--- src/design/tlms_pkg.sv ---
/*
  Package of the torque limit and control mode selector: register map, field layouts,
  reset values, limit ranges and control-mode encodings.
  Assumes a 32-bit APB register bus and a 100 MHz system clock.
*/
`default_nettype none
package tlms_pkg;
  // ------------------------------------------------------------------
  // Register byte offsets
  // ------------------------------------------------------------------
  localparam logic [7:0] TLMS_OFS_FWD_INT  = 8'h00;
  localparam logic [7:0] TLMS_OFS_REV_INT  = 8'h04;
  localparam logic [7:0] TLMS_OFS_FWD_EXT  = 8'h08;
  localparam logic [7:0] TLMS_OFS_REV_EXT  = 8'h0C;
  localparam logic [7:0] TLMS_OFS_MODE     = 8'h10;
  localparam logic [7:0] TLMS_OFS_FUNC     = 8'h14;
  localparam logic [7:0] TLMS_OFS_MOTORMAX = 8'h18;
  localparam logic [7:0] TLMS_OFS_STATUS   = 8'h1C;
  localparam logic [7:0] TLMS_OFS_APPLIED  = 8'h20;

  // ------------------------------------------------------------------
  // Limits in percent of rated torque
  // ------------------------------------------------------------------
  localparam int         TLMS_LIM_W        = 9;
  localparam logic [8:0] TLMS_LIM_MAX      = 9'h12C;
  localparam logic [8:0] TLMS_INT_RESET    = 9'h12C;
  localparam logic [8:0] TLMS_EXT_RESET    = 9'h064;
  localparam logic [8:0] TLMS_MOTOR_RESET  = 9'h12C;
  localparam int         TLMS_ADC_W        = 12;

  // ------------------------------------------------------------------
  // Field layouts
  // ------------------------------------------------------------------
  localparam int         TLMS_MODE_LSB     = 4;
  localparam int         TLMS_MODE_MSB     = 7;
  localparam int         TLMS_FUNC_LSB     = 8;
  localparam int         TLMS_FUNC_MSB     = 11;
  localparam logic [3:0] TLMS_FUNC_TREFLIM = 4'h1;
  localparam logic [15:0] TLMS_MODE_RESET  = 16'h0000;
  localparam logic [15:0] TLMS_FUNC_RESET  = 16'h0000;
  localparam int         TLMS_STAT_ANAEN   = 4;
  localparam int         TLMS_STAT_FWDEXT  = 5;
  localparam int         TLMS_STAT_REVEXT  = 6;
  localparam int         TLMS_STAT_ALT     = 7;
  localparam int         TLMS_APPL_REV_LSB = 16;

  // ------------------------------------------------------------------
  // Control mode field values
  // ------------------------------------------------------------------
  localparam logic [3:0] TLMS_MF_SPD_SPD   = 4'h4;
  localparam logic [3:0] TLMS_MF_SPD_POS   = 4'h5;
  localparam logic [3:0] TLMS_MF_SPD_TRQ   = 4'h6;
  localparam logic [3:0] TLMS_MF_POS_SPD   = 4'h7;
  localparam logic [3:0] TLMS_MF_POS_TRQ   = 4'h8;
  localparam logic [3:0] TLMS_MF_TRQ_SPD   = 4'h9;
  localparam logic [3:0] TLMS_MF_SPD_ZCL   = 4'hA;
  localparam logic [3:0] TLMS_MF_POS_INH   = 4'hB;
  localparam logic [3:0] TLMS_MF_POS_CON   = 4'hC;
  localparam logic [3:0] TLMS_MF_SPD_PAR   = 4'hD;
  localparam logic [3:0] TLMS_MF_SPECIAL   = 4'hE;

  // Active control mode
  typedef enum logic [3:0] {
    TLMS_CM_NONE    = 4'h0,
    TLMS_CM_SPD_CON = 4'h1,
    TLMS_CM_SPD_ANA = 4'h2,
    TLMS_CM_POS_PUL = 4'h3,
    TLMS_CM_TRQ_ANA = 4'h4,
    TLMS_CM_ZCLAMP  = 4'h5,
    TLMS_CM_POS_INH = 4'h6,
    TLMS_CM_POS_CON = 4'h7,
    TLMS_CM_SPD_PAR = 4'h8,
    TLMS_CM_SPECIAL = 4'h9
  } tlms_mode_t;

  // Pairing chosen by the mode field: primary and alternate
  typedef struct packed {
    tlms_mode_t primary;
    tlms_mode_t alternate;
  } tlms_pair_t;
endpackage
`default_nettype wire

--- src/design/tlms_sync.sv ---
/*
  Two-flop synchroniser for the sequence input pins.
  Assumes asynchronous pin levels and one clock, mclk.
*/
`default_nettype none
module tlms_sync #(
  parameter int       W        = 2,
  parameter logic [1:0] RST_VAL = 2'h3
) (
  input  wire logic         mclk,
  input  wire logic         reset,
  input  wire logic [W-1:0] pinIn,
  output logic      [W-1:0] syncOut
);
  logic [W-1:0] stage1_reg;
  logic [W-1:0] stage2_reg;

  always_ff @(posedge mclk or posedge reset) begin
    if (reset) begin
      stage1_reg <= W'(RST_VAL);
      stage2_reg <= W'(RST_VAL);
    end else begin
      stage1_reg <= pinIn;
      stage2_reg <= stage1_reg;
    end
  end

  assign syncOut = stage2_reg;
endmodule
`default_nettype wire

--- src/design/tlms_mode_map.sv ---
/*
  Decoder of the control mode field into primary and alternate control modes.
  Assumes a registered field value from the same clock domain.
*/
`default_nettype none
module tlms_mode_map
  import tlms_pkg::*;
(
  input  wire logic [3:0] modeField,
  output tlms_pair_t      pairOut
);
  always_comb begin
    pairOut = '{primary: TLMS_CM_NONE, alternate: TLMS_CM_NONE};
    case (modeField)
      TLMS_MF_SPD_SPD: pairOut = '{TLMS_CM_SPD_CON, TLMS_CM_SPD_ANA};
      TLMS_MF_SPD_POS: pairOut = '{TLMS_CM_SPD_CON, TLMS_CM_POS_PUL};
      TLMS_MF_SPD_TRQ: pairOut = '{TLMS_CM_SPD_CON, TLMS_CM_TRQ_ANA};
      TLMS_MF_POS_SPD: pairOut = '{TLMS_CM_POS_PUL, TLMS_CM_SPD_ANA};
      TLMS_MF_POS_TRQ: pairOut = '{TLMS_CM_POS_PUL, TLMS_CM_TRQ_ANA};
      TLMS_MF_TRQ_SPD: pairOut = '{TLMS_CM_TRQ_ANA, TLMS_CM_SPD_ANA};
      TLMS_MF_SPD_ZCL: pairOut = '{TLMS_CM_SPD_ANA, TLMS_CM_ZCLAMP};
      TLMS_MF_POS_INH: pairOut = '{TLMS_CM_POS_PUL, TLMS_CM_POS_INH};
      TLMS_MF_POS_CON: pairOut = '{TLMS_CM_POS_CON, TLMS_CM_POS_CON};
      TLMS_MF_SPD_PAR: pairOut = '{TLMS_CM_SPD_PAR, TLMS_CM_SPD_PAR};
      TLMS_MF_SPECIAL: pairOut = '{TLMS_CM_SPECIAL, TLMS_CM_SPECIAL};
      default:         pairOut = '{TLMS_CM_NONE, TLMS_CM_NONE};
    endcase
  end
endmodule
`default_nettype wire

--- src/design/tlms_torque_limit_mode_select.sv ---
/*
  Top of the torque limit and control mode selector: APB register file, selection of
  forward and reverse torque limits, analog limit path and control mode selection.
  Assumes APB master on mclk, sequence inputs from pins, an analog limit sample
  (magnitude code and sign) already on mclk, and a sample strobe from the control loop.
*/
// Added by the designer: register access over APB and the address map.
// Operation
// - Forward select low picks external forward limit
// - Reverse select low picks external reverse limit
// - External limits range 0 to 300 percent
// - Analog limit only in speed/position modes
// - Analog limit uses magnitude, both directions
// - Analog limit used only when config digit 1
// - Fields 4,5,6 pair contact speed modes
// - Fields 7,8 pair pulse position modes
// - Field 9 pairs torque with speed
// - Field B inhibit, field A zero clamp
// - Fields C,D,E single special modes
// - Both selects high switch paired mode, fields 4,5,6 only
// - Internal limits always bound, 0 to 300
// - Clamp any limit to motor maximum
`default_nettype none
module tlms_torque_limit_mode_select
  import tlms_pkg::*;
#(
  parameter int ADC_W = TLMS_ADC_W
) (
  input  wire logic             mclk,
  input  wire logic             reset,
  input  wire logic             psel,
  input  wire logic             penable,
  input  wire logic             pwrite,
  input  wire logic [7:0]       paddr,
  input  wire logic [31:0]      pwdata,
  output logic      [31:0]      prdata,
  output logic                  pready,
  output logic                  pslverr,
  input  wire logic             fwdLimitSelectN,
  input  wire logic             revLimitSelectN,
  input  wire logic [ADC_W-1:0] anaLimitMag,
  input  wire logic             anaLimitNeg,
  input  wire logic             controlUpdate,
  output logic      [8:0]       fwdTorqueLimit,
  output logic      [8:0]       revTorqueLimit,
  output logic      [3:0]       activeMode,
  output logic                  modeSwitched
);
  // ------------------------------------------------------------------
  // Helpers
  // ------------------------------------------------------------------
  function automatic logic [8:0] limitClip(input logic [8:0] v);
    limitClip = (v > TLMS_LIM_MAX) ? TLMS_LIM_MAX : v;
  endfunction

  function automatic logic [8:0] minLim(input logic [8:0] a, input logic [8:0] b);
    minLim = (a < b) ? a : b;
  endfunction

  // ------------------------------------------------------------------
  // Registers
  // ------------------------------------------------------------------
  logic [8:0]  fwdIntLim_reg;
  logic [8:0]  revIntLim_reg;
  logic [8:0]  fwdExtLim_reg;
  logic [8:0]  revExtLim_reg;
  logic [15:0] controlModeField_reg;
  logic [15:0] functionConfigField_reg;
  logic [8:0]  motorMax_reg;
  logic [1:0]  selSync;
  logic        fwdSelN;
  logic        revSelN;
  tlms_pair_t  modePair;
  logic        apbWrite;
  logic        apbRead;
  logic        addrOk;

  tlms_sync #(
    .W       (2),
    .RST_VAL (2'h3)
  ) u_sync (
    .mclk    (mclk),
    .reset   (reset),
    .pinIn   ({fwdLimitSelectN, revLimitSelectN}),
    .syncOut (selSync)
  );
  assign fwdSelN = selSync[1];
  assign revSelN = selSync[0];

  // ------------------------------------------------------------------
  // APB slave
  // ------------------------------------------------------------------
  always_comb begin
    case (paddr)
      TLMS_OFS_FWD_INT, TLMS_OFS_REV_INT, TLMS_OFS_FWD_EXT, TLMS_OFS_REV_EXT,
      TLMS_OFS_MODE, TLMS_OFS_FUNC, TLMS_OFS_MOTORMAX, TLMS_OFS_STATUS,
      TLMS_OFS_APPLIED: addrOk = 1'b1;
      default:          addrOk = 1'b0;
    endcase
  end

  // Zero wait states: access phase always completes
  assign apbWrite = psel && penable && pwrite && addrOk;
  // Unmapped writes also load the read data (zero), so an error never carries data
  assign apbRead  = psel && !penable && !(pwrite && addrOk);

  always_ff @(posedge mclk or posedge reset) begin
    if (reset) begin
      pready  <= 1'b0;
      pslverr <= 1'b0;
    end else begin
      pready  <= psel && !penable;
      pslverr <= psel && !penable && !addrOk;
    end
  end

  // Range-checked writes; limit values in bits 8:0 above 300 percent saturate at 300
  always_ff @(posedge mclk or posedge reset) begin
    if (reset) begin
      fwdIntLim_reg           <= TLMS_INT_RESET;
      revIntLim_reg           <= TLMS_INT_RESET;
      fwdExtLim_reg           <= TLMS_EXT_RESET;
      revExtLim_reg           <= TLMS_EXT_RESET;
      controlModeField_reg    <= TLMS_MODE_RESET;
      functionConfigField_reg <= TLMS_FUNC_RESET;
      motorMax_reg            <= TLMS_MOTOR_RESET;
    end else if (apbWrite) begin
      case (paddr)
        TLMS_OFS_FWD_INT:  fwdIntLim_reg <= limitClip(pwdata[8:0]);
        TLMS_OFS_REV_INT:  revIntLim_reg <= limitClip(pwdata[8:0]);
        TLMS_OFS_FWD_EXT:  fwdExtLim_reg <= limitClip(pwdata[8:0]);
        TLMS_OFS_REV_EXT:  revExtLim_reg <= limitClip(pwdata[8:0]);
        TLMS_OFS_MODE:     controlModeField_reg    <= pwdata[15:0];
        TLMS_OFS_FUNC:     functionConfigField_reg <= pwdata[15:0];
        TLMS_OFS_MOTORMAX: motorMax_reg  <= limitClip(pwdata[8:0]);
        default:           motorMax_reg  <= motorMax_reg;
      endcase
    end
  end

  // ------------------------------------------------------------------
  // Mode selection
  // ------------------------------------------------------------------
  tlms_mode_map u_map (
    .modeField (controlModeField_reg[TLMS_MODE_MSB:TLMS_MODE_LSB]),
    .pairOut   (modePair)
  );

  logic       altSel;
  logic       pairSwitch;
  tlms_mode_t modeNow;
  logic [3:0] mf;
  assign mf = controlModeField_reg[TLMS_MODE_MSB:TLMS_MODE_LSB];
  assign pairSwitch = (mf == TLMS_MF_SPD_SPD) || (mf == TLMS_MF_SPD_POS)
                   || (mf == TLMS_MF_SPD_TRQ);
  // Both selects high (off) take the paired mode in fields 4 to 6
  assign altSel  = pairSwitch && fwdSelN && revSelN;
  assign modeNow = altSel ? modePair.alternate : modePair.primary;

  // ------------------------------------------------------------------
  // Limit selection
  // ------------------------------------------------------------------
  logic       anaEnable;
  logic       anaModeOk;
  logic [8:0] anaLim;
  logic [8:0] fwdSel;
  logic [8:0] revSel;
  logic [8:0] fwdNext;
  logic [8:0] revNext;
  logic [ADC_W+8:0] anaScaled;

  // Sign is ignored: magnitude maps full scale to 300 percent
  assign anaScaled = (ADC_W+9)'(anaLimitMag) * (ADC_W+9)'(TLMS_LIM_MAX);
  assign anaLim    = anaScaled[ADC_W+8:ADC_W];
  assign anaModeOk = (modeNow == TLMS_CM_SPD_CON) || (modeNow == TLMS_CM_SPD_ANA)
                  || (modeNow == TLMS_CM_POS_PUL) || (modeNow == TLMS_CM_POS_CON)
                  || (modeNow == TLMS_CM_SPD_PAR) || (modeNow == TLMS_CM_ZCLAMP)
                  || (modeNow == TLMS_CM_POS_INH);
  assign anaEnable = anaModeOk &&
    (functionConfigField_reg[TLMS_FUNC_MSB:TLMS_FUNC_LSB] == TLMS_FUNC_TREFLIM);

  // Select pins are assumed dedicated to this function by the host
  assign fwdSel  = fwdSelN ? fwdIntLim_reg : minLim(fwdExtLim_reg, fwdIntLim_reg);
  assign revSel  = revSelN ? revIntLim_reg : minLim(revExtLim_reg, revIntLim_reg);
  // Internal limit always bounds; motor maximum clamps everything
  assign fwdNext = minLim(minLim(anaEnable ? minLim(fwdSel, anaLim) : fwdSel,
                                 fwdIntLim_reg), motorMax_reg);
  assign revNext = minLim(minLim(anaEnable ? minLim(revSel, anaLim) : revSel,
                                 revIntLim_reg), motorMax_reg);

  logic anaSignIgnored;
  assign anaSignIgnored = anaLimitNeg;

  always_ff @(posedge mclk or posedge reset) begin
    if (reset) begin
      fwdTorqueLimit <= '0;
      revTorqueLimit <= '0;
      activeMode     <= TLMS_CM_NONE;
      modeSwitched   <= 1'b0;
    end else if (controlUpdate) begin
      fwdTorqueLimit <= fwdNext;
      revTorqueLimit <= revNext;
      activeMode     <= modeNow;
      modeSwitched   <= altSel;
    end
  end

  // ------------------------------------------------------------------
  // Read data
  // ------------------------------------------------------------------
  always_ff @(posedge mclk or posedge reset) begin
    if (reset) begin
      prdata <= '0;
    end else if (apbRead) begin
      case (paddr)
        TLMS_OFS_FWD_INT:  prdata <= {23'h0, fwdIntLim_reg};
        TLMS_OFS_REV_INT:  prdata <= {23'h0, revIntLim_reg};
        TLMS_OFS_FWD_EXT:  prdata <= {23'h0, fwdExtLim_reg};
        TLMS_OFS_REV_EXT:  prdata <= {23'h0, revExtLim_reg};
        TLMS_OFS_MODE:     prdata <= {16'h0, controlModeField_reg};
        TLMS_OFS_FUNC:     prdata <= {16'h0, functionConfigField_reg};
        TLMS_OFS_MOTORMAX: prdata <= {23'h0, motorMax_reg};
        TLMS_OFS_STATUS: begin
          prdata                   <= {28'h0, modeNow};
          prdata[TLMS_STAT_ANAEN]  <= anaEnable;
          prdata[TLMS_STAT_FWDEXT] <= ~fwdSelN;
          prdata[TLMS_STAT_REVEXT] <= ~revSelN;
          prdata[TLMS_STAT_ALT]    <= altSel;
        end
        TLMS_OFS_APPLIED:  prdata <= {7'h0, revTorqueLimit, 7'h0, fwdTorqueLimit};
        default:           prdata <= {31'h0, anaSignIgnored & 1'b0};
      endcase
    end
  end
endmodule
`default_nettype wire

--- config.mk ---
export PLATFORM = sky130hd
export DESIGN_NAME = tlms_torque_limit_mode_select
export DESIGN_NICKNAME = d
export VERILOG_FILES = /design/src/design/tlms_pkg.sv /design/src/design/tlms_sync.sv /design/src/design/tlms_mode_map.sv /design/src/design/tlms_torque_limit_mode_select.sv
export SDC_FILE = /design/constraint.sdc
export NUM_CORES = 1
export LEC_CHECK = 0
export BUFFER_PORTS_ARGS = -buffer_cell sky130_fd_sc_hd__buf_4
export CAP_MARGIN = 20
export CORE_MARGIN = 8
export CORE_UTILIZATION = 50
export DETAILED_ROUTE_END_ITERATION = 10
export HOLD_SLACK_MARGIN = 0.05
export PLACE_DENSITY = 0.7
export SLEW_MARGIN = 20
export SYNTH_ARGS = -nofsm -noshare
export SYNTH_HDL_FRONTEND = slang
export SYNTH_SLANG_ARGS = --single-unit
--- constraint.sdc ---
create_clock -name mclk -period 14.63 [get_ports mclk]
set_clock_uncertainty 0.2 [all_clocks]
set_input_delay 1.463 -clock mclk [delete_from_list [all_inputs] [get_ports mclk]]
set_output_delay 1.463 -clock mclk [all_outputs]
set_load 0.01 [all_outputs]
======== Yosys cells after proc, flatten, opt, wreduce, memory -nomap -nowiden ========
Memories as Yosys holds them, arrays and structs flattened.
Index checks and enable logic that the tools add are counted.
cells by class
  add/subtract/negate cells ............... 0
  multipliers ............................. 1
  divide/modulo/power cells ............... 0
  magnitude comparators ................... 9
  equal/unequal tests ..................... 19
  shift-type cells ........................ 0
  mux-type cells .......................... 16
  bitwise logic cells ..................... 2
  reductions and logical operators ........ 30
operator list
  kind                     count
  $pmux W25 S9             1
  $mux W9                  13
  $lt A9 B9 Y1             8
  $eq A8 B5 Y1 const B     4
  $eq A4 B3 Y1 const B     6
  $mul A12 B7 Y19 const B  1
  $eq A8 B4 Y1 const B     2
  $reduce_and A2 Y1        7
  $logic_and A1 B1 Y1      10
  $gt A9 B9 Y1 const B     1
  $reduce_or A9 Y1         1
  $eq A4 B1 Y1 const B     2
  $eq A4 B2 Y1 const B     2
  $eq A8 B3 Y1 const B     1
  $eq A8 B6 Y1 const B     1
  $logic_not A8 Y1         1
  $logic_or A1 B1 Y1       8
  $eq A4 B4 Y1 const B     1
  $mux W4                  1
  $logic_not A1 Y1         3
  $not A1 Y1               2
  $mux W1                  1
word-level totals
  register bits ........................... 138
  latch bits .............................. 0
  RAM bits ................................ 0
  ROM bits ................................ 128
  word-level logic and storage cells ...... 94
  memories ................................ 1
memories
  name             depth  bits a word  read ports  clocked after memory_dff  wr ports  line                 RTL
  (no name shown)  16     8            1           0                         0         tlms_mode_map.sv:14  case (modeField)

======== Longest topological paths before layout ========
  depth after elaboration ................. 19
  depth in mapped cells ................... 47
  gate-level depth less buffers ........... 46

======== Modules after synthesis ========
A second synthesis with hierarchy kept.
second synthesis, totals
  cells, all modules ...................... 1045
  area total of the unflattened synthesis .. 9839.4 um^2
modules (own cells, without submodules)
  module                         instances  cells each  area an instance (um^2)
  tlms_torque_limit_mode_select  1          1011        9505.4
  tlms_mode_map                  1          29          225.2
  tlms_sync                      1          5           108.9

======== Worst setup path after synthesis ========
Ideal clock, no wire load.
  path kind ............................... input-to-reg
  start point ............................. input port anaLimitMag[7]
  end point ............................... register revTorqueLimit[1]
  data arrival time ....................... 10.584 ns
  data required time ...................... 14.310 ns
  slack ................................... 3.726 ns
  stages .................................. 45
  buffers on the path ..................... 2
  path through ............................ ha_1 ha_1 fa_1 inv_1 fa_1 inv_1 ha_1 and3_1 a221o_1 or4_4 a31oi_4 o21bai_1 a21oi_1 ha_1 or2_2 o311ai_1 o21ba_2 or2_4 [9 not listed] nand3_1 nor3_1 a211oi_4 mux2_2 ha_1 a21o_1 a21o_1 a21o_1 a21oi_1 nor2b_1 o21ai_0 nand2b_1 a21o_1 a2111oi_2 a311o_2 buf_6 o22ai_1 a31o_2
on the way
  longest elaborated chain between the ends .. 8
ends and longest elaborated chain
  element               line                                  RTL
  start, declared       tlms_torque_limit_mode_select.sv:41   input wire logic [ADC_W-1:0] anaLimitMag,
  $mul A12 B7 Y19 *     tlms_torque_limit_mode_select.sv:173  assign anaScaled = (ADC_W+9)'(anaLimitMag) * (ADC_W+9)'(TLMS_LIM_MAX);
  $lt A9 B9 Y1          tlms_torque_limit_mode_select.sv:57   minLim = (a < b) ? a : b;
  $mux W9 *             tlms_torque_limit_mode_select.sv:57
  $mux W9 *             tlms_torque_limit_mode_select.sv:188  assign revNext = minLim(minLim(anaEnable ? minLim(revSel, anaLim) : revSel,
  $lt A9 B9 Y1          tlms_torque_limit_mode_select.sv:57
  $mux W9 *             tlms_torque_limit_mode_select.sv:57
  $lt A9 B9 Y1          tlms_torque_limit_mode_select.sv:57
  $mux W9 *             tlms_torque_limit_mode_select.sv:57
  end signal, assigned  tlms_torque_limit_mode_select.sv:202  revTorqueLimit <= revNext;
  end, declared         tlms_torque_limit_mode_select.sv:45   output logic [8:0] revTorqueLimit,
Every way passes the cells marked *; elsewhere a longest branch is shown, timed or not.
A chain may end at the register's enable or synchronous reset.

======== Final worst setup path ========
  start point ............................. input port anaLimitMag[7]
  end point ............................... register revTorqueLimit[6]
Same word-level chain as after synthesis.

==> summary.txt <==
Status
  • Status: completed

STA
  • Final Slew Violations: 0
  • Fin crit period: 11520 ps
  • Setup Viol. Count Final: 0
  • Fmax: 0.0868 GHz
  • Hold violation total from the final report: 0
  • Final setup margin: 3110 ps
  • Max-slew headroom: 32.6%
  • Worst-Margin Slew: 1010 ps
  • Setup TNS: 0 ps
  • Final Cycle Share: 78.8%
  • RSZ-0062 raised after global routing: false

Critical path
  • Crit end category: flip-flop
  • Arrival time at the worst endpoint: 11590 ps
  • Slowest cell delay on critical path: 560 ps
  • CP Max Fanout: 15
  • Req. time, crit path: 14700 ps
  • Worst path slowest cell: or4_4
  • Startpoint types: primary input
  • Crit Path Class: primary input to flip-flop

Final layout
  • Finished Core Util: 58.9%
  • Largest register FFs: 25
  • Nets@finish: 1264
  • Antenna cell count: 0
  • Post-Layout Cell Count: 1330
  • Area delta synth->final: 16.7%
  • Share of layout cells above drive strength 1: 23.1%

Yosys
  • Synthesized flop and latch total: 131
  • Mapped Avg Cell Area: 9.45 sq um
  • Share of the synthesized area in the top cell type: 29.1%
  • Post-synthesis sequential area ratio: 35.2%
  • Most frequent cell after synthesis: nand2_1
  • Cell count after synthesis: 993
  • Synth Warn #: 0
  • Count of different cell masters after synthesis: 77
  • Top post-synthesis cells by count: nand2_1, dfrtp_1, ha_1
  • Syn Std Cell Area: 9390 sq um
  • Dominant cell type by area after synthesis: dfrtp_1
  • Most common flop cell mapped by yosys: dfrtp_1
  • Main area contributors after synthesis: dfrtp_1, ha_1, mux2_2
  • Post-synth ARST share: 100%
  • Number of synthesized flops with an enable pin: 0

Clocking
  • Setup bufs post-CTS: 0
  • Clk sinks: 131
  • # resized after CTS: 0
  • CTS Buf Count: 17
  • TritonCTS clock tree: yes
  • CTS root buf: clkbuf_16
  • CTS H-tree lvls: 4
  • CTS Hold Bufs: 0
  • Worst-Skew Late Latency: 420 ps
  • Clk buf depth: 2
  • Reg clk slew, reported paths: 60 ps

Floorplanning
  • Die Height: 153 um
  • Core area: 18600 sq um
  • Ports: 118
  • Initial core utilization: 50.5%
  • Row Count: 50
  • Die width: 153 um
  • Die area: 23400 sq um

Global route
  • GRT Resource Usage Total: 22.1%
  • Vias in the first global route: 7815
  • Gr ovfl total: 0
  • First-pass GRT wire length: 41700 um
  • Pin count of the biggest net entering global routing: 80
  • Initial antenna violation count: 0

Hold path
  • HP Class: flip-flop to flip-flop

Placed design
  • Setup WS pre-CTS: 2750 ps
  • Hpwl dp: 20100 um
  • PortBufs: 93
  • Placed cells: 1298
  • Placer Congestion: 0.908

Route
  • DR vias/cell: 5.94
  • Via count: 7895
  • DRC violations left: 0
  • Post-route ant nets: 0
  • Router iterations before antenna repair: 8
  • Final wirelength: 26000 um
  • Routed len/inst: 19.6 um
  • Initial DRC count: 535

Power and ir drop
  • Leakage Power: 0.00524 uW
  • VDD IR max: 92.0 uV
  • Power per cell area: 99.4 nW/um^2

Flow run
  • MaxCap Viol Count: 0
[through the flow]
step	power (uW)	hold slack (ps)	instance area, sq um
detailed placement	631	151	10300
CTS	1090	159	11000
global route	1140	162	11000
finish	1090	159	11000
global placement	627	146	10300
floorplan	561	145	9410
[cell usage in the layout (no fill, tap or decap), drive strengths merged, types with 6 or more instances in the layout]
cell and count:
nand2 119, dfrtp 109, ha 106, buf 103, o21ai 94, inv 92
mux2 62, nor2 42, a21oi 42, a22oi 26, dfstp 22, a21o 21
clkbuf 20, o22ai 16, a31o 15, nand2b 14, fa 14, nand3 13
nor3 13, a221oi 12, a211oi 12, nand4 10, nor2b 9, conb 7
o21a 6, o211ai 6, a31oi 6
[routing by layer]
layer	GRT usage [%]	share of wire, %	routed length (um)
met1	28.8	43	11300
met2	36.2	47	12300
met3	4.23	6.6	1730
met4	8.06	2.8	732
met5	0	0	0
[cells by family (layout without fill, tap and decap cells)]
logic type | Yosys count | after routing | synth area share (%)
muxes | 67 | 67 | 8.01
other | 1 | 7 | 0.0400
and+or+nand+nor | 248 | 248 | 12.2
DFF | 131 | 131 | 35.2
xor gates and xnor gates | 7 | 7 | 0.653
AOI/OAI and AO/OA | 293 | 293 | 21.1
buffers and inverters | 125 | 222 | 5.48
adders and majority gates | 121 | 121 | 17.2
[critical path, delay by kind of cell]
family,cells,cell delay (ps)
AND/OR/NAND/NOR,10,2010
AO/OA/AOI/OAI,21,4420
adder cells (fa/ha/maj),8,2860
buffers and inverters,3,230
multiplexers,2,590
[power by group]
| part | leakage (uW) | internal [uW] | switching (uW) |
|---|---|---|---|
| clock network | 0.000314 | 298 | 166 |
| registers | 0.00175 | 365 | 1.58 |
| logic | 0.00318 | 100 | 158 |
[final cells by class]
cell class,count,area (sq um)
clock buffers,20,457
clock inverters,12,191
fillers,1589,7630
inverters,87,332
multi-input cells,743,5600
flip-flops and latches,131,3310
well taps,234,293
repair buffers,103,773
[worst paths after layout]
check	startpoint	depth (start not counted)	slack, ps	to
worst max-delay path	anaLimitMag[7]	44	3110	revTorqueLimit[6]
worst min-delay path	u_sync.stage1_reg[0]	0	160	u_sync.syncOut[0]
worst max register to register	fwdIntLim_reg[3]	39	5420	fwdTorqueLimit[0]
worst min register to register	u_sync.stage1_reg[0]	0	160	u_sync.syncOut[0]
max in group asynchronous	reset	3	11980	revExtLim_reg[0]
min in group asynchronous	reset	2	880	functionConfigField_reg[15]
Power figures use the tool's default switching activity.
